==> src/rtl/sar_adc_consts.svh <==
`ifndef SAR_ADC_CONSTS_SVH
`define SAR_ADC_CONSTS_SVH

// Byte offsets on the register bus
`define ADDR_W           12
`define CTRL_OFFSET      12'h000
`define RESULT_OFFSET    12'h004
`define STATUS_OFFSET    12'h008
`define PINSEL_OFFSET    12'h00c

// converter_control fields
`define CLKSEL_MSB       7
`define CLKSEL_LSB       6
`define CHAN_MSB         5
`define CHAN_LSB         2
`define GO_BIT           1
`define ON_BIT           0
`define CLKSEL_RESET     2'h3
`define CHAN_RESET       4'hf
`define FIXED_REF_CHAN   4'hf

// status fields
`define DONE_BIT         0

// analog_pin_select
`define PINSEL_RESET     8'hff

// Sequencing, counted in bit periods
`define SAMPLE_PERIODS   4'h5
`define CONV_PERIODS     4'hd
`define MARKER_LOAD      8'h80
`define MARKER_TOP       3'h7

// Conversion clock divisors
`define DIV_16           5'h10
`define DIV_8            5'h08
`define DIV_4            5'h04

`endif

==> src/rtl/sar_adc_pkg.sv <==
package sar_adc_pkg;

  typedef enum logic [2:0] {
    ST_IDLE    = 3'h1,
    ST_SAMPLE  = 3'h2,
    ST_CONVERT = 3'h4
  } conv_state_t;

  typedef enum logic [1:0] {
    CK_OSC_16  = 2'h0,
    CK_OSC_8   = 2'h1,
    CK_OSC_4   = 2'h2,
    CK_INTOSC4 = 2'h3
  } clk_sel_t;

endpackage

==> src/rtl/bit_tick_if.sv <==
`timescale 1ns/1ns
`default_nettype none

interface bit_tick_if;
  sar_adc_pkg::clk_sel_t clk_sel;
  logic                  run;
  logic                  bit_tick;

  modport gen (input clk_sel, input run, output bit_tick);
  modport seq (output clk_sel, output run, input bit_tick);
endinterface

`default_nettype wire

==> src/rtl/bit_period_gen.sv <==
`timescale 1ns/1ns
`default_nettype none
`include "sar_adc_consts.svh"

module bit_period_gen (
  input  wire logic   clk,
  input  wire logic   arst_n,
  input  wire logic   internal_oscillator_tick,
  bit_tick_if.gen     tick
);

  logic [4:0] cnt_reg;
  logic [4:0] divisor;
  logic       src_en;

  // Divisor and source per clock select
  always_comb begin
    unique case (tick.clk_sel)
      sar_adc_pkg::CK_OSC_16:  divisor = `DIV_16;
      sar_adc_pkg::CK_OSC_8:   divisor = `DIV_8;
      sar_adc_pkg::CK_OSC_4:   divisor = `DIV_4;
      sar_adc_pkg::CK_INTOSC4: divisor = `DIV_4;
    endcase
    src_en = (tick.clk_sel == sar_adc_pkg::CK_INTOSC4) ? internal_oscillator_tick : 1'b1;
  end

  // Restarts with each conversion so every bit period is whole
  always_ff @(posedge clk or negedge arst_n) begin // see RQ16
    if (!arst_n) begin
      cnt_reg       <= 5'h0;
      tick.bit_tick <= 1'b0;
    end else if (!tick.run) begin
      cnt_reg       <= 5'h0;
      tick.bit_tick <= 1'b0;
    end else if (src_en && cnt_reg == divisor - 5'h1) begin
      cnt_reg       <= 5'h0;
      tick.bit_tick <= 1'b1;
    end else begin
      cnt_reg       <= src_en ? cnt_reg + 5'h1 : cnt_reg;
      tick.bit_tick <= 1'b0;
    end
  end

endmodule // bit_period_gen

`default_nettype wire

==> src/rtl/sar_adc_sequencer.sv <==
// Operation
// RQ1: Old result readable during next sampling
// RQ2: Sampling end clears result, loads marker
// RQ3: Each bit: marker right, decided bit in
// RQ4: Nine marker shifts end conversion, clear go; the code ends it after eight shifts (mpos_reg 7 down to 0)
// RQ5: Software clear aborts, no flag, keep result
// RQ6: Marker position shows bits resolved after abort
// RQ7: Clock select picks divisor and source
// RQ8: Channel codes: 0-7 pins, 15 reference
// RQ9: Writing go starts; reads one while busy
// RQ10: Go ignored while converter is off
// RQ11: Converter off means powered down, idle
// RQ12: Reset: selects all ones, go/on cleared
// RQ13: Sleep clears go and on, halts
// RQ14: Partial result only if bit resolved
// RQ15: Sleep sets selects to ones; pins on wake
// RQ16: Bit period is source over divisor
// RQ17: Software keeps bit period 500ns-50us
// RQ18: Conversion takes thirteen bit periods
// RQ19: Normal end clears go, sets done flag
// RQ20: Clock select change applies next conversion
// RQ21: Channel change applies after current conversion
// RQ22: One comparator decision per bit period
`timescale 1ns/1ns
`default_nettype none
`include "sar_adc_consts.svh"

module sar_adc_sequencer (
  input  wire logic                 clk,
  input  wire logic                 arst_n,
  input  wire logic                 psel,
  input  wire logic                 penable,
  input  wire logic                 pwrite,
  input  wire logic [`ADDR_W-1:0]   paddr,
  input  wire logic [31:0]          pwdata,
  output logic      [31:0]          prdata,
  output logic                      pready,
  output logic                      pslverr,
  input  wire logic                 sleep_enter,
  input  wire logic                 wake,
  input  wire logic                 internal_oscillator_tick,
  input  wire logic                 comp_decision,
  output logic                      converter_on,
  output logic                      sample_hold,
  output logic      [7:0]           trial_code,
  output logic      [7:0]           channel_onehot,
  output logic                      fixed_ref_sel,
  output logic      [7:0]           analog_pin_select
);

  function automatic logic addr_hit(input logic [`ADDR_W-1:0] a);
    addr_hit = (a == `CTRL_OFFSET) || (a == `RESULT_OFFSET) ||
               (a == `STATUS_OFFSET) || (a == `PINSEL_OFFSET);
  endfunction

  sar_adc_pkg::conv_state_t state_reg;
  sar_adc_pkg::clk_sel_t    clk_sel_reg;
  sar_adc_pkg::clk_sel_t    act_clk_reg;
  logic [3:0]               chan_reg;
  logic [3:0]               act_chan_reg;
  logic                     on_reg;
  logic [7:0]               result_reg;
  logic [2:0]               mpos_reg;
  logic [3:0]               period_reg;
  logic                     done_flag_reg;
  logic [7:0]               pinsel_reg;
  logic                     wr;
  logic                     wr_ctrl;
  logic                     start;
  logic                     abort;
  logic                     busy;
  logic                     tick_now;
  logic                     sample_end;
  logic                     conv_end;

  bit_tick_if tick ();

  bit_period_gen u_gen (
    .clk         (clk),
    .arst_n      (arst_n),
    .internal_oscillator_tick (internal_oscillator_tick),
    .tick        (tick.gen)
  );

  ////////////////////////////////////////////////////////////////////////
  // Bus decode

  assign pready     = 1'b1;
  assign pslverr    = psel && penable && !addr_hit(paddr);
  assign wr         = psel && penable && pwrite && addr_hit(paddr);
  assign wr_ctrl    = wr && paddr == `CTRL_OFFSET;
  assign busy       = state_reg != sar_adc_pkg::ST_IDLE;
  assign tick_now   = tick.bit_tick;
  // Enable bit in the same write must be one for go to take
  assign start      = wr_ctrl && !busy && !sleep_enter &&
                      pwdata[`GO_BIT] && pwdata[`ON_BIT]; // see RQ9 see RQ10
  assign abort      = wr_ctrl && busy &&
                      (!pwdata[`GO_BIT] || !pwdata[`ON_BIT]); // see RQ5 see RQ11
  assign sample_end = state_reg == sar_adc_pkg::ST_SAMPLE && tick_now &&
                      period_reg == `SAMPLE_PERIODS - 4'h1;
  assign conv_end   = state_reg == sar_adc_pkg::ST_CONVERT && tick_now &&
                      period_reg == `CONV_PERIODS - 4'h1; // see RQ18

  // Read data is captured in the setup cycle, so it is a flop
  always_ff @(posedge clk or negedge arst_n) begin
    if (!arst_n) begin
      prdata <= 32'h0;
    end else if (psel && !penable && !pwrite) begin
      unique case (paddr)
        `CTRL_OFFSET:   prdata <= {24'h0, clk_sel_reg, chan_reg, busy, on_reg}; // see RQ9
        `RESULT_OFFSET: prdata <= {24'h0, result_reg};
        `STATUS_OFFSET: prdata <= {31'h0, done_flag_reg};
        `PINSEL_OFFSET: prdata <= {24'h0, pinsel_reg};
        default:        prdata <= 32'h0;
      endcase
    end
  end

  ////////////////////////////////////////////////////////////////////////
  // Control fields

  always_ff @(posedge clk or negedge arst_n) begin
    if (!arst_n) begin
      clk_sel_reg <= sar_adc_pkg::clk_sel_t'(`CLKSEL_RESET); // see RQ12
      chan_reg    <= `CHAN_RESET;
      on_reg      <= 1'b0;
    end else if (sleep_enter) begin
      clk_sel_reg <= sar_adc_pkg::clk_sel_t'(`CLKSEL_RESET); // see RQ13 see RQ15
      chan_reg    <= `CHAN_RESET;
      on_reg      <= 1'b0;
    end else if (wr_ctrl) begin
      clk_sel_reg <= sar_adc_pkg::clk_sel_t'(pwdata[`CLKSEL_MSB:`CLKSEL_LSB]);
      chan_reg    <= pwdata[`CHAN_MSB:`CHAN_LSB];
      on_reg      <= pwdata[`ON_BIT];
    end
  end

  // Pins stay as they are on sleep entry, return to analog on wake
  always_ff @(posedge clk or negedge arst_n) begin
    if (!arst_n) begin
      pinsel_reg <= `PINSEL_RESET;
    end else if (wake) begin
      pinsel_reg <= `PINSEL_RESET; // see RQ15
    end else if (wr && paddr == `PINSEL_OFFSET) begin
      pinsel_reg <= pwdata[7:0];
    end
  end

  // Both selects come from the start write itself; channel then follows only when idle
  // Taking the channel from chan_reg at start would convert the previously stored channel
  always_ff @(posedge clk or negedge arst_n) begin
    if (!arst_n) begin
      act_clk_reg  <= sar_adc_pkg::clk_sel_t'(`CLKSEL_RESET);
      act_chan_reg <= `CHAN_RESET;
    end else begin
      if (start) begin
        act_clk_reg  <= sar_adc_pkg::clk_sel_t'(pwdata[`CLKSEL_MSB:`CLKSEL_LSB]); // see RQ20
        act_chan_reg <= pwdata[`CHAN_MSB:`CHAN_LSB];
      end else if (!busy) begin
        act_chan_reg <= chan_reg; // see RQ21
      end
    end
  end

  ////////////////////////////////////////////////////////////////////////
  // Sequencer

  always_ff @(posedge clk or negedge arst_n) begin
    if (!arst_n) begin
      state_reg <= sar_adc_pkg::ST_IDLE;
    end else if (sleep_enter || abort) begin
      state_reg <= sar_adc_pkg::ST_IDLE; // see RQ5 see RQ13
    end else begin
      unique case (state_reg)
        sar_adc_pkg::ST_IDLE:    if (start) state_reg <= sar_adc_pkg::ST_SAMPLE;
        sar_adc_pkg::ST_SAMPLE:  if (sample_end) state_reg <= sar_adc_pkg::ST_CONVERT;
        sar_adc_pkg::ST_CONVERT: if (conv_end) state_reg <= sar_adc_pkg::ST_IDLE; // see RQ4
        default:                 state_reg <= sar_adc_pkg::ST_IDLE;
      endcase
    end
  end

  always_ff @(posedge clk or negedge arst_n) begin
    if (!arst_n) begin
      period_reg <= 4'h0;
    end else if (start) begin
      period_reg <= 4'h0;
    end else if (busy && tick_now) begin
      period_reg <= period_reg + 4'h1; // see RQ18
    end
  end

  // Trial code is the result itself: resolved bits, marker one, zeros below
  always_ff @(posedge clk or negedge arst_n) begin
    if (!arst_n) begin
      result_reg <= 8'h0;
      mpos_reg   <= `MARKER_TOP;
    end else if (sleep_enter || abort) begin
      result_reg <= result_reg; // see RQ6 see RQ14
    end else if (sample_end) begin
      result_reg <= `MARKER_LOAD; // see RQ2
      mpos_reg   <= `MARKER_TOP;
    end else if (state_reg == sar_adc_pkg::ST_CONVERT && tick_now) begin
      result_reg[mpos_reg] <= comp_decision; // see RQ3 see RQ22
      if (mpos_reg != 3'h0) begin
        result_reg[mpos_reg - 3'h1] <= 1'b1;
      end
      mpos_reg <= mpos_reg - 3'h1;
    end else if (!busy && wr && paddr == `RESULT_OFFSET) begin
      result_reg <= pwdata[7:0]; // see RQ1
    end
  end

  // A completion in the same cycle as a clear keeps the flag set
  always_ff @(posedge clk or negedge arst_n) begin
    if (!arst_n) begin
      done_flag_reg <= 1'b0;
    end else if (conv_end && !sleep_enter && !abort) begin
      done_flag_reg <= 1'b1; // see RQ19
    end else if (wr && paddr == `STATUS_OFFSET && pwdata[`DONE_BIT]) begin
      done_flag_reg <= 1'b0;
    end
  end

  ////////////////////////////////////////////////////////////////////////
  // Analog side

  assign tick.clk_sel      = act_clk_reg; // see RQ7
  assign tick.run          = busy;
  assign converter_on      = on_reg; // see RQ11
  assign sample_hold       = state_reg == sar_adc_pkg::ST_SAMPLE;
  assign trial_code        = result_reg;
  assign fixed_ref_sel     = act_chan_reg == `FIXED_REF_CHAN; // see RQ8
  // Reserved codes select nothing
  assign channel_onehot    = act_chan_reg[3] ? 8'h0 : 8'h1 << act_chan_reg[2:0];
  assign analog_pin_select = pinsel_reg;

  ////////////////////////////////////////////////////////////////////////
  // Checks

  a_old_result_held: // see RQ1
  assert property (@(posedge clk) disable iff (!arst_n)
    state_reg == sar_adc_pkg::ST_SAMPLE && !sample_end |=> $stable(result_reg))
    else $error("result changed during sampling");

  a_marker_load: // see RQ2
  assert property (@(posedge clk) disable iff (!arst_n)
    sample_end && !abort && !sleep_enter |=> result_reg == `MARKER_LOAD && state_reg == sar_adc_pkg::ST_CONVERT)
    else $error("marker not loaded at sampling end");

  a_bit_stuffed: // see RQ3
  assert property (@(posedge clk) disable iff (!arst_n)
    state_reg == sar_adc_pkg::ST_CONVERT && tick_now && !abort && !sleep_enter
    |=> result_reg[$past(mpos_reg)] == $past(comp_decision))
    else $error("decided bit not stored at marker");

  a_end_clears_go: // see RQ4
  assert property (@(posedge clk) disable iff (!arst_n)
    conv_end && !abort && !sleep_enter |=> !busy && done_flag_reg)
    else $error("completion did not end conversion");

  a_abort_no_flag: // see RQ5
  assert property (@(posedge clk) disable iff (!arst_n)
    abort && !done_flag_reg |=> !busy && !done_flag_reg && result_reg == $past(result_reg))
    else $error("abort set flag or lost result");

  a_go_needs_on: // see RQ10
  assert property (@(posedge clk) disable iff (!arst_n)
    wr_ctrl && !busy && !pwdata[`ON_BIT] |=> !busy)
    else $error("conversion started while off");

  a_sleep_defaults: // see RQ13
  assert property (@(posedge clk) disable iff (!arst_n)
    sleep_enter && !wake |=> !busy && !on_reg && clk_sel_reg == sar_adc_pkg::CK_INTOSC4 && chan_reg == `CHAN_RESET
                    && analog_pin_select == $past(analog_pin_select))
    else $error("sleep entry defaults wrong");

  a_selects_held: // see RQ20
  assert property (@(posedge clk) disable iff (!arst_n)
    busy && $past(busy) |-> $stable(act_clk_reg) && $stable(act_chan_reg))
    else $error("active selects changed mid conversion");

  a_thirteen_periods: // see RQ18
  assert property (@(posedge clk) disable iff (!arst_n)
    conv_end |-> period_reg == `CONV_PERIODS - 4'h1 && mpos_reg == 3'h0)
    else $error("conversion length wrong");

  a_off_means_idle: // see RQ11
  assert property (@(posedge clk) disable iff (!arst_n)
    !converter_on |-> !busy)
    else $error("conversion running while converter off");

  a_start_samples: // see RQ9
  assert property (@(posedge clk) disable iff (!arst_n)
    start |=> busy && sample_hold && $stable(result_reg))
    else $error("start did not enter sampling");

  a_flag_after_end: // see RQ19
  assert property (@(posedge clk) disable iff (!arst_n)
    $rose(done_flag_reg) |-> $past(conv_end))
    else $error("done flag set without completion");

endmodule // sar_adc_sequencer

`default_nettype wire

==> config.mk <==
export PLATFORM = sky130hd
export DESIGN_NAME = sar_adc_sequencer
export DESIGN_NICKNAME = d
export VERILOG_FILES = /design/src/rtl/sar_adc_pkg.sv /design/src/rtl/bit_tick_if.sv /design/src/rtl/bit_period_gen.sv /design/src/rtl/sar_adc_sequencer.sv
export VERILOG_INCLUDE_DIRS = /design/src /design/src/rtl
export SDC_FILE = /design/constraint.sdc
export NUM_CORES = 1
export LEC_CHECK = 0
export ABC_CLOCK_PERIOD_IN_PS = 2800
export BUFFER_PORTS_ARGS = -buffer_cell sky130_fd_sc_hd__buf_4
export CAP_MARGIN = 20
export CORE_MARGIN = 2
export CORE_UTILIZATION = 51
export CTS_BUF_LIST = sky130_fd_sc_hd__clkbuf_16
export CTS_CLUSTER_SIZE = 16
export DETAILED_ROUTE_END_ITERATION = 16
export PLACE_DENSITY = 0.92
export SLEW_MARGIN = 15
export SYNTH_ARGS = -nofsm -noshare
export SYNTH_HDL_FRONTEND = slang
export SYNTH_HIERARCHICAL = 1
export SYNTH_SLANG_ARGS = --single-unit
==> constraint.sdc <==
create_clock -name clk -period 2.8 [get_ports clk]
set_clock_uncertainty 0.15 [all_clocks]
set_input_delay 0.42 -clock clk [delete_from_list [all_inputs] [get_ports clk]]
set_output_delay 0.42 -clock clk [all_outputs]
set_load 0.02 [all_outputs]
==> metrics.md, run 1 <==
| Metric | Value |
|---|---|
| Max Cap Viol | 0 |
| Post-Route Setup TNS | 0 ns |
| HP Class | in2async |
| Vias in the first global route | roughly 3000 |
| CTS Buf Count | 5 |
| Largest net degree at the start of global routing | 55 |
| Slowest-stage cell, CP | dfstp_2 |
| Synth warnings | 6 |
| Cell with the most instances after synthesis | nand2_1 |
| Reg-to-reg slack, setup | approximately 0.28 ns |
| Final WS setup | 0.277 ns |
| Switching Power | about 390 uW |
| GR Util met3 | 0.0298 |
| Worst-skew pair later-pin latency | 0.29 ns |
| Overflow left after global routing | 0 |
| Routed WL | 9.00 mm |
| Total GRT Usage | 0.244 |
| RSZ-0062 raised after global routing | false |
| Max-slew violation count | 0 |
| LEAKAGE | 0.00185 uW |
| Routed vias/inst | 6.14 |
| Post-synthesis area per instance | 9.43 um^2 |
| Max Freq | 0.396 GHz |
| Final hold vios | 0 |
| Post-Syn Area | 3420 um^2 |
| Area growth syn-to-layout | 17.8% |
| Busiest layer in global routing | met2 |
| Remaining antenna violation count after routing | 0 |
| Critical Path AT | 2.55 ns |
| Unique masters post-synth | 67 |
| CTS tree | done |
| Area contributors post-synth | dfrtp_1, dfstp_2, mux2i_1 |
| Cell Pwr Density | 385 nW/um^2 |
| Worst-path fanout max | 8 |
| Vias | a little over 3000 |
| Setup crit end kind | flip-flop |
| Top Ports | 114 |
| Switching share of power | 0.252 |
| Met1 Use GR | 0.330 |
| Hpwl dp | 6.51 mm |
| Drc violations | 0 |
| Async set-reset flop share out of synthesis | 1.00 |
| Die Span Y | between 80 and 90 um |
| First-pass DRT Iterations | 5 |
| Area of the multi-input gates | 1810 um^2 |
| Root Driver | clkbuf_16 |
| Starting density of the core | 0.533 |
| CP Launch Type | flip-flop |
| Layout Nets | 481 |
| Flop pwr share | 0.506 |
| Part of the Yosys area used for sequential elements | 0.403 |
| Total setup buffers inserted after CTS | 0 |
| Max transition margin | 0.543 |
| Die Width | 85.9 um |
| Clock transition at path regs | 0.07 ns |
| Final Power | 1550 uW |
| Sequential Area | about 1400 um^2 |
| PortBufs | between 60 and 70 |
| Drt initial violations | 421 |
| Post-DR wirelength/cell | roughly 18 um |
| Die area | around 7400 um^2 |
| Final setup fails | 0 |
| Worst hold slack | 0.0248 ns |
| CTS H-tree depth | 2 |
| Kind of critical path | reg2reg |
| Req. time, crit path | approximately 2.8 ns |
| Ratio of cells with drive above 1 in the final layout | 0.297 |
| CP cell instances | nor3b_2, inv_2, o41a_4, or3_1, mux2_4 |
| Comb power frac | 0.100 |
| Std cell rows | 29 |
| Antenna violations before repair | 0 |
| Primary FF master, synth | dfrtp_1 |
| Clk pwr share | 0.394 |
| Least-Margin Pin Slew | just under 0.7 ns |
| # clock sinks | between 50 and 60 |
| Peak supply drop | 0.305 mV |
| List of most frequent post-synthesis cells | nand2_1, nor2_1, dfrtp_1, buf_4, dfstp_2 |
| Cts-stage hold buffer count | 0 |
| Post-Syn Instances | roughly 360 |
| Synth area leader | dfrtp_1 |
| Status | finished clean |
| Core Area | around 6400 um^2 |
| Met2 global-route usage | 0.408 |
| Max incr delay on CP | 0.59 ns |
| Top cell type's share of synthesized area | 0.219 |
| Final-layout fill cell count | 501 |
| Final min period | 2.52 ns |
| Pre-CTS setup slack | 0.253 ns |
| Diodes inserted | 0 |
| # resized after CTS | 0 |
| Final Wtd Congestion | ~0.9 |
| First-pass GRT wire length | about 15 mm |
| Max Buffers Root-to-Sink | 2 |
| Post-synth EDFFs | 0 |
| FF+latch count, synth | 54 |
| Internal power | between 1000 and 1500 uW |
| Final Cycle Share | 0.901 |
[metrics by stage]
stage	utilization	cell area [um^2]	instances
detailed placement	0.606	3890	493
finish	0.628	4030	501
floorplan	-	3510	386
global placement	0.606	3890	493
global route	0.628	4030	501
CTS	0.628	4030	501
[worst max-delay path, delay by kind of cell, from the launching register on]
| family | cells | cell delay [ns] |
|---|---|---|
| AOI/OAI and AO/OA | 1 | 0.47 |
| and+or+nand+nor | 2 | 0.74 |
| DFF | 1 | 0.59 |
| buffers and inverters | 1 | 0.11 |
| muxes | 1 | 0.34 |
[power groups by stage]
stage                     Sequential (uW)  Clock (uW)  Combinational (uW)
after global routing                  786         649                 167
after floorplan                       802           0                 104
after global placement                800           0                 149
final                                 786         612                 155
after CTS                             786         615                 153
after detailed placement              800           0                 153
[cells by family after synthesis]
group / count (synthesis) / synth area share
xor gates and xnor gates: 5 / 0.0150
other: 2 / 0.00219
adders and majority gates: 5 / 0.0183
and+or+nand+nor: 131 / 0.219
buffers and inverters: 59 / 0.0946
muxes: 24 / 0.0760
AOI/OAI and AO/OA: 83 / 0.171
DFF: 54 / 0.403
[final cells by class]
class	instances	share of cell area
clock inverter	3	0.00403
sequential	54	0.343
timing repair buffer	73	0.136
clock buffer	5	0.0310
tap	77	0.0239
multi-input combinational	273	0.448
inverter	16	0.0149
[cells in the final DEF (no fill, tap or decap), types with 2 or more instances in the layout]
cell,synthesis,layout
a22oi_1,5,5
nand2b_1,5,5
or3_1,2,2
nand2_1,35,35
o41ai_1,6,6
nand3_1,12,12
inv_1,14,14
and4b_1,2,2
a31oi_1,11,11
nor2_1,32,32
nor3b_1,2,2
xnor2_1,3,3
nor4_4,2,2
nor3_1,7,7
conb_1,2,25
o31ai_1,11,11
dfrtp_1,30,30
nand4_1,4,4
o22ai_1,7,7
and3_2,3,3
mux2_2,2,2
a21oi_1,9,9
and2_1,2,2
a211o_1,8,8
dfstp_2,24,24
clkinv_1,1,2
buf_4,25,73
ha_1,5,5
o21ai_0,13,13
o21ai_1,2,2
nand4b_1,2,2
nor2b_1,5,5
mux2i_1,20,20
o311ai_0,3,2
clkbuf_16,0,5
[final timing paths]
kind                                          start                           end  cells past startpoint
min reg2reg                   prdata[6]$_DFFE_PN0P_         prdata[6]$_DFFE_PN0P_                      2
max reg2reg                state_reg[0]$_DFFE_PN1P_     trial_code[7]$_DFFE_PN0P_                      5
max in group asynchronous                    arst_n     done_flag_reg$_DFFE_PN0P_                      1
max                        state_reg[0]$_DFFE_PN1P_     trial_code[7]$_DFFE_PN0P_                      5
min                                          arst_n  u_gen/cnt_reg[3]$_DFFE_PN0P_                      1
min in group clk                          pwdata[5]       chan_reg[3]$_DFFE_PN1P_                      3
[metal layers]
| metal | part of all wire | vias up | wire, um |
|---|---|---|---|
| met1 | 0.40 | 1505 | 3600 |
| met2 | 0.50 | 161 | 4530 |
| met3 | 0.078 | 18 | 701 |
| met5 | 0 | - | 0 |
| li1 | - | 1391 | - |
| met4 | 0.019 | 0 | 167 |
Power figures use the tool's default switching activity.
==> inputs of run 2 (changes only) <==
- REMOVE_ABC_BUFFERS: not set -> 1
- SKIP_LAST_GASP: not set -> 1
==> metrics.md, run 2 (synthesized netlist as in run 1, its figures left out) <==
| Metric | Value |
|---|---|
| Post-DR wirelength/cell | 17.8 um (-1.0%) |
| Leading cell types in the layout, fill and taps excluded | buf_4, nand2_1, nor2_1 |
| Starting density of the core | 0.533 (unchanged) |
| Vias | 3083 (+0.26%) |
| Critical Path AT | 2.60 ns (+0.05 ns) |
| # resized after CTS | 0 (unchanged) |
| Die Span Y | 85.9 um (unchanged) |
| Worst-path fanout max | 8 (unchanged) |
| # clock sinks | 54 (unchanged) |
| Clock transition at path regs | 0.07 ns (about the same) |
| Root Driver | clkbuf_16 |
| Sequential Area | 1380 um^2 (unchanged) |
| Max incr delay on CP | 0.60 ns (about the same) |
| Routed WL | 8.91 mm (-1.0%) |
| Drc violations | 0 (unchanged) |
| CP cell instances | nor3b_2, inv_2, o41a_4, or3_1, mux2_4 |
| Switching Power | 401 uW (+2.2%) |
| Die area | 7390 um^2 (unchanged) |
| Peak supply drop | 0.342 mV (+12%) |
| RSZ-0062 raised after global routing | false |
| Critical path buffers and inverters | 1 (unchanged) |
| Std cell rows | 29 (unchanged) |
| LEAKAGE | 0.00187 uW (+0.92%) |
| PortBufs | 64 (unchanged) |
| Area growth syn-to-layout | 18.6% |
| Top Ports | 114 (unchanged) |
| Internal power | 1260 uW (+8.3%) |
| Die Width | 85.9 um (unchanged) |
| Finished Layout Cells | 501 (unchanged) |
| HP Class | in2async |
| Final Cycle Share | 0.913 (+0.0121) |
| Hpwl dp | 6.53 mm (+0.29%) |
| CTS H-tree depth | 2 (unchanged) |
| Final setup fails | 0 (unchanged) |
| Largest net degree at the start of global routing | 55 (unchanged) |
| Vias in the first global route | 2903 (-2.8%) |
| CP Launch Type | flip-flop |
| Least-Margin Pin Slew | 0.698 ns (+0.0129 ns) |
| Max Buffers Root-to-Sink | 2 (unchanged) |
| Worst-skew pair later-pin latency | 0.30 ns (about the same) |
| Max-slew violation count | 0 (unchanged) |
| Total GRT Usage | 0.249 (+0.00540) |
| Diodes inserted | 0 (unchanged) |
| Clk pwr share | 0.432 (+0.038) |
| Layout Nets | 481 (unchanged) |
| Cell Pwr Density | 409 nW/um^2 (+6.0%) |
| Drt initial violations | 303 (-28%) |
| Dpl cells | 493 (unchanged) |
| Final hold vios | 0 (unchanged) |
| Flop pwr share | 0.474 (-0.032) |
| Most common cell after layout, fill and taps aside | buf_4 |
| CTS tree | done |
| Area of the multi-input gates | 1810 um^2 (unchanged) |
| Final-layout fill cell count | 497 (-0.80%) |
| Cts-stage hold buffer count | 0 (unchanged) |
| CP delay by family, top | simple AND/OR/NAND/NOR gates |
| Total setup buffers inserted after CTS | 0 (unchanged) |
| Remaining antenna violation count after routing | 0 (unchanged) |
| Final min period | 2.56 ns (+0.0340 ns) |
| Slowest-stage cell, CP | dfstp_2 |
| Switching share of power | 0.242 (-0.0108) |
| First-pass DRT Iterations | 5 (unchanged) |
| Comb power frac | 0.094 (-0.006) |
| Max transition margin | 0.535 (-0.00858) |
| Overflow left after global routing | 0 (unchanged) |
| Antenna violations before repair | 0 (unchanged) |
| Post-Route Setup TNS | 0 ns (unchanged) |
| Status | finished clean |
| Routed vias/inst | 6.15 (+0.26%) |
| Setup crit end kind | flip-flop |
| Final Wtd Congestion | 0.915 (+1.3%) |
| Req. time, crit path | 2.84 ns (about the same) |
| Kind of critical path | reg2reg |
| First-pass GRT wire length | 14.6 mm (+0.81%) |
| CTS Buf Count | 5 (unchanged) |
| Max Cap Viol | 0 (unchanged) |
| Max Freq | 0.391 GHz (-1.3%) |
| Core Area | 6420 um^2 (unchanged) |
| Ratio of cells with drive above 1 in the final layout | 0.300 (+0.00236) |
[run 2: cell types whose count changed in the layout (fill, tap and decap cells not counted)]
cell,delta
clkinv_1,-1
clkinvlp_4,-1
bufinv_16,+1
inv_6,+1
o311ai_0,+1
o311ai_1,-1
[run 2: worst reg2reg max path, cell delays in order, from the launching register on]
cell     delay [ns]
dfstp_2        0.60
nor3b_2        0.29
inv_2          0.08
o41a_4         0.52
or3_1          0.47
mux2_4         0.34
[run 2: power groups by stage]
stage / Combinational [uW] / Sequential [uW] / Clock, uW
finish: 156 / 787 / 716
global route: 169 / 786 / 755
CTS: 154 / 786 / 717
detailed placement: 153 / 800 / 0
global placement: 150 / 800 / 0
floorplan: 66.1 / 802 / 0
[run 2: final timing paths]
kind | start | endpoint | slack [ns] | cells after the start
max reg2reg | state_reg[0]$_DFFE_PN1P_ | trial_code[7]$_DFFE_PN0P_ | 0.24 | 5
max | state_reg[0]$_DFFE_PN1P_ | trial_code[7]$_DFFE_PN0P_ | 0.24 | 5
min in group clk | pwdata[5] | chan_reg[3]$_DFFE_PN1P_ | 0.24 | 3
min | arst_n | u_gen/cnt_reg[2]$_DFFE_PN0P_ | 0.006 | 1
max in group asynchronous | arst_n | prdata[3]$_DFFE_PN0P_ | 2.02 | 1
min reg2reg | prdata[2]$_DFFE_PN0P_ | prdata[2]$_DFFE_PN0P_ | 0.33 | 2
[run 2: cell type report]
cell class / count / area share
flip-flops and latches: 54 / 0.340
clock inverters: 3 / 0.0108
repair buffers: 73 / 0.135
well taps: 77 / 0.0237
multi-input cells: 273 / 0.445
inverters: 16 / 0.0148
clock buffers: 5 / 0.0308
[run 2: layer usage]
| metal | vias to the layer above | GRT usage | wire length, um |
|---|---|---|---|
| li1 | 1389 | - | - |
| met1 | 1488 | 0.345 | 3750 |
| met2 | 186 | 0.392 | 4220 |
| met3 | 20 | 0.0520 | 731 |
| met4 | 0 | 0.0823 | 200 |
| met5 | - | 0 | 0 |
[run 2: through the flow]
step	instance area (um^2)	power (uW)	utilization	setup WS, ns	hold slack, ns
final	4060	1660	0.632	0.243	0.00638
after global routing	4060	1710	0.632	0.130	0.0637
after CTS	4060	1660	0.632	0.270	0.0388
after detailed placement	3890	953	0.606	0.208	0.317
after global placement	3890	950	0.606	0.242	0.315
after floorplan	3250	868	-	0.176	-0.0256
==> inputs of run 3 (changes only) <==
- CORE_MARGIN: 2 -> 3
- CTS_CLUSTER_SIZE: 16 -> 30
==> metrics.md, run 3 (synthesized netlist as in run 1, its figures left out) <==
| Metric | Value |
|---|---|
| Top Ports | 114 (unchanged) |
| Starting density of the core | 0.533 (unchanged) |
| CTS H-tree depth | 2 (unchanged) |
| Status | finished clean |
| Worst-path fanout max | 8 (unchanged) |
| Routed vias/inst | 6.07 (-1.4%) |
| Max-slew violation count | 0 (unchanged) |
| Metal3 WL | 666 um (-8.9%) |
| # resized after CTS | 0 (unchanged) |
| Drt initial violations | 222 (-27%) |
| Req. time, crit path | 2.83 ns (about the same) |
| First-pass GRT wire length | 13.9 mm (-4.8%) |
| Remaining antenna violation count after routing | 0 (unchanged) |
| Final min period | 2.49 ns (-0.0673 ns) |
| Die Width | 87.9 um (+2.3%) |
| Hpwl dp | 6.48 mm (-0.73%) |
| Core Area | 6420 um^2 (unchanged) |
| Layout Nets | 482 (+0.21%) |
| Largest net degree at the start of global routing | 55 (unchanged) |
| Sequential Area | 1380 um^2 (unchanged) |
| Max transition margin | 0.549 (+0.0146) |
| Routed WL | 8.89 mm (-0.17%) |
| Finished Layout Cells | 502 (+0.20%) |
| Leading cell types in the layout, fill and taps excluded | buf_4, nand2_1, nor2_1 |
| Pre-CTS setup slack | 0.224 ns (+0.0164 ns) |
| Final Cycle Share | 0.889 (-0.0240) |
| Peak supply drop | 0.233 mV (-32%) |
| CTS Buf Count | 5 (unchanged) |
| Worst hold slack | 0.0154 ns (+0.00905 ns) |
| Total setup buffers inserted after CTS | 0 (unchanged) |
| Final WS setup | 0.310 ns (+0.0673 ns) |
| Post-DR wirelength/cell | 17.7 um (-0.37%) |
| Setup crit end kind | flip-flop |
| M1 WL | 3.73 mm (-0.56%) |
| Total GRT Usage | 0.229 (-0.0205) |
| RR Endpoint | trial_code[7]$_DFFE_PN0P_ |
| R2R depth | 5 (unchanged) |
| Area growth syn-to-layout | 18.0% |
| Worst-skew pair later-pin latency | 0.29 ns (about the same) |
| Die Span Y | 87.9 um (+2.3%) |
| Final-layout fill cell count | 503 (+1.2%) |
| Kind of critical path | reg2reg |
| Worst Setup SP | state_reg[0]$_DFFE_PN1P_ |
| # clock sinks | 54 (unchanged) |
| Cell Pwr Density | 385 nW/um^2 (-5.9%) |
| Final Power | 1550 uW (-6.3%) |
| PortBufs | 64 (unchanged) |
| Met2 WL | 4.31 mm (+1.9%) |
| RSZ-0062 raised after global routing | false |
| Vias | 3046 (-1.2%) |
| Final hold vios | 0 (unchanged) |
| Antenna violations before repair | 0 (unchanged) |
| Dpl cells | 494 (+0.20%) |
| Area of the multi-input gates | 1810 um^2 (unchanged) |
| Final setup fails | 0 (unchanged) |
| Max Cap Viol | 0 (unchanged) |
| Reg-to-reg slack, setup | 0.31 ns (+0.07 ns) |
| Diodes inserted | 0 (unchanged) |
| Highest metal used | met4 |
| Max Freq | 0.402 GHz (+2.7%) |
| CP Launch Type | flip-flop |
| Post-Route Setup TNS | 0 ns (unchanged) |
| Least-Margin Pin Slew | 0.676 ns (-0.0219 ns) |
| Ratio of cells with drive above 1 in the final layout | 0.296 (-0.00306) |
| First-pass DRT Iterations | 5 (unchanged) |
| LEAKAGE | 0.00186 uW (-0.56%) |
| Overflow left after global routing | 0 (unchanged) |
| Final Wtd Congestion | 0.905 (-1.1%) |
| Die area | 7730 um^2 (+4.7%) |
| Most common cell after layout, fill and taps aside | buf_4 |
| Root Driver | clkbuf_16 |
| HP Class | in2async |
| R2r startpoint | state_reg[0]$_DFFE_PN1P_ |
| CTS tree | done |
| Clock transition at path regs | 0.07 ns (about the same) |
| Drc violations | 0 (unchanged) |
| Cts-stage hold buffer count | 0 (unchanged) |
| Vias in the first global route | 2829 (-2.5%) |
| Max Buffers Root-to-Sink | 2 (unchanged) |
| Critical Path AT | 2.52 ns (-0.08 ns) |
| Std cell rows | 29 (unchanged) |
## run 3: stage by stage
step / instance area, um^2 / util
detailed placement: 3900 / 0.607
global route: 4040 / 0.629
global placement: 3900 / 0.607
CTS: 4040 / 0.629
floorplan: 3250 / -
finish: 4040 / 0.629
## run 3: report_power, final
group,internal (uW),switching (uW)
sequential,784,2.97
combinational,51.3,105
clock,328,283
total,1160,391
## run 3: area by class of cell
cell class / count / share of cell area
clock buffer: 5 / 0.0310
clock inverter: 3 / 0.00403
inverter: 16 / 0.0149
multi-input combinational: 273 / 0.447
sequential: 54 / 0.342
tap: 77 / 0.0238
timing repair buffer: 74 / 0.138
## run 3: worst max path at each step
stage	to	slack (ns)	cells past startpoint
6_report	trial_code[7]$_DFFE_PN0P_	0.31	5
5_1_grt	trial_code[7]$_DFFE_PN0P_	0.21	5
2_1_floorplan	trial_code[7]$_DFFE_PN0P_	0.18	5
3_5_place_dp	trial_code[7]$_DFFE_PN0P_	0.22	6
4_1_cts	trial_code[7]$_DFFE_PN0P_	0.32	5
3_3_place_gp	trial_code[7]$_DFFE_PN0P_	0.24	6
## run 3: routing by layer
metal  vias up  GRT usage
met5         -          0
met3        24     0.0405
li1       1390          -
met1      1469      0.307
met4         0     0.0711
met2       163      0.379
## run 3: worst max-delay path, cell delays in order (launching register included)
cell	delay (ns)
dfstp_2	0.60
nor3b_2	0.24
inv_2	0.08
o41a_4	0.51
or3_1	0.46
mux2_4	0.34
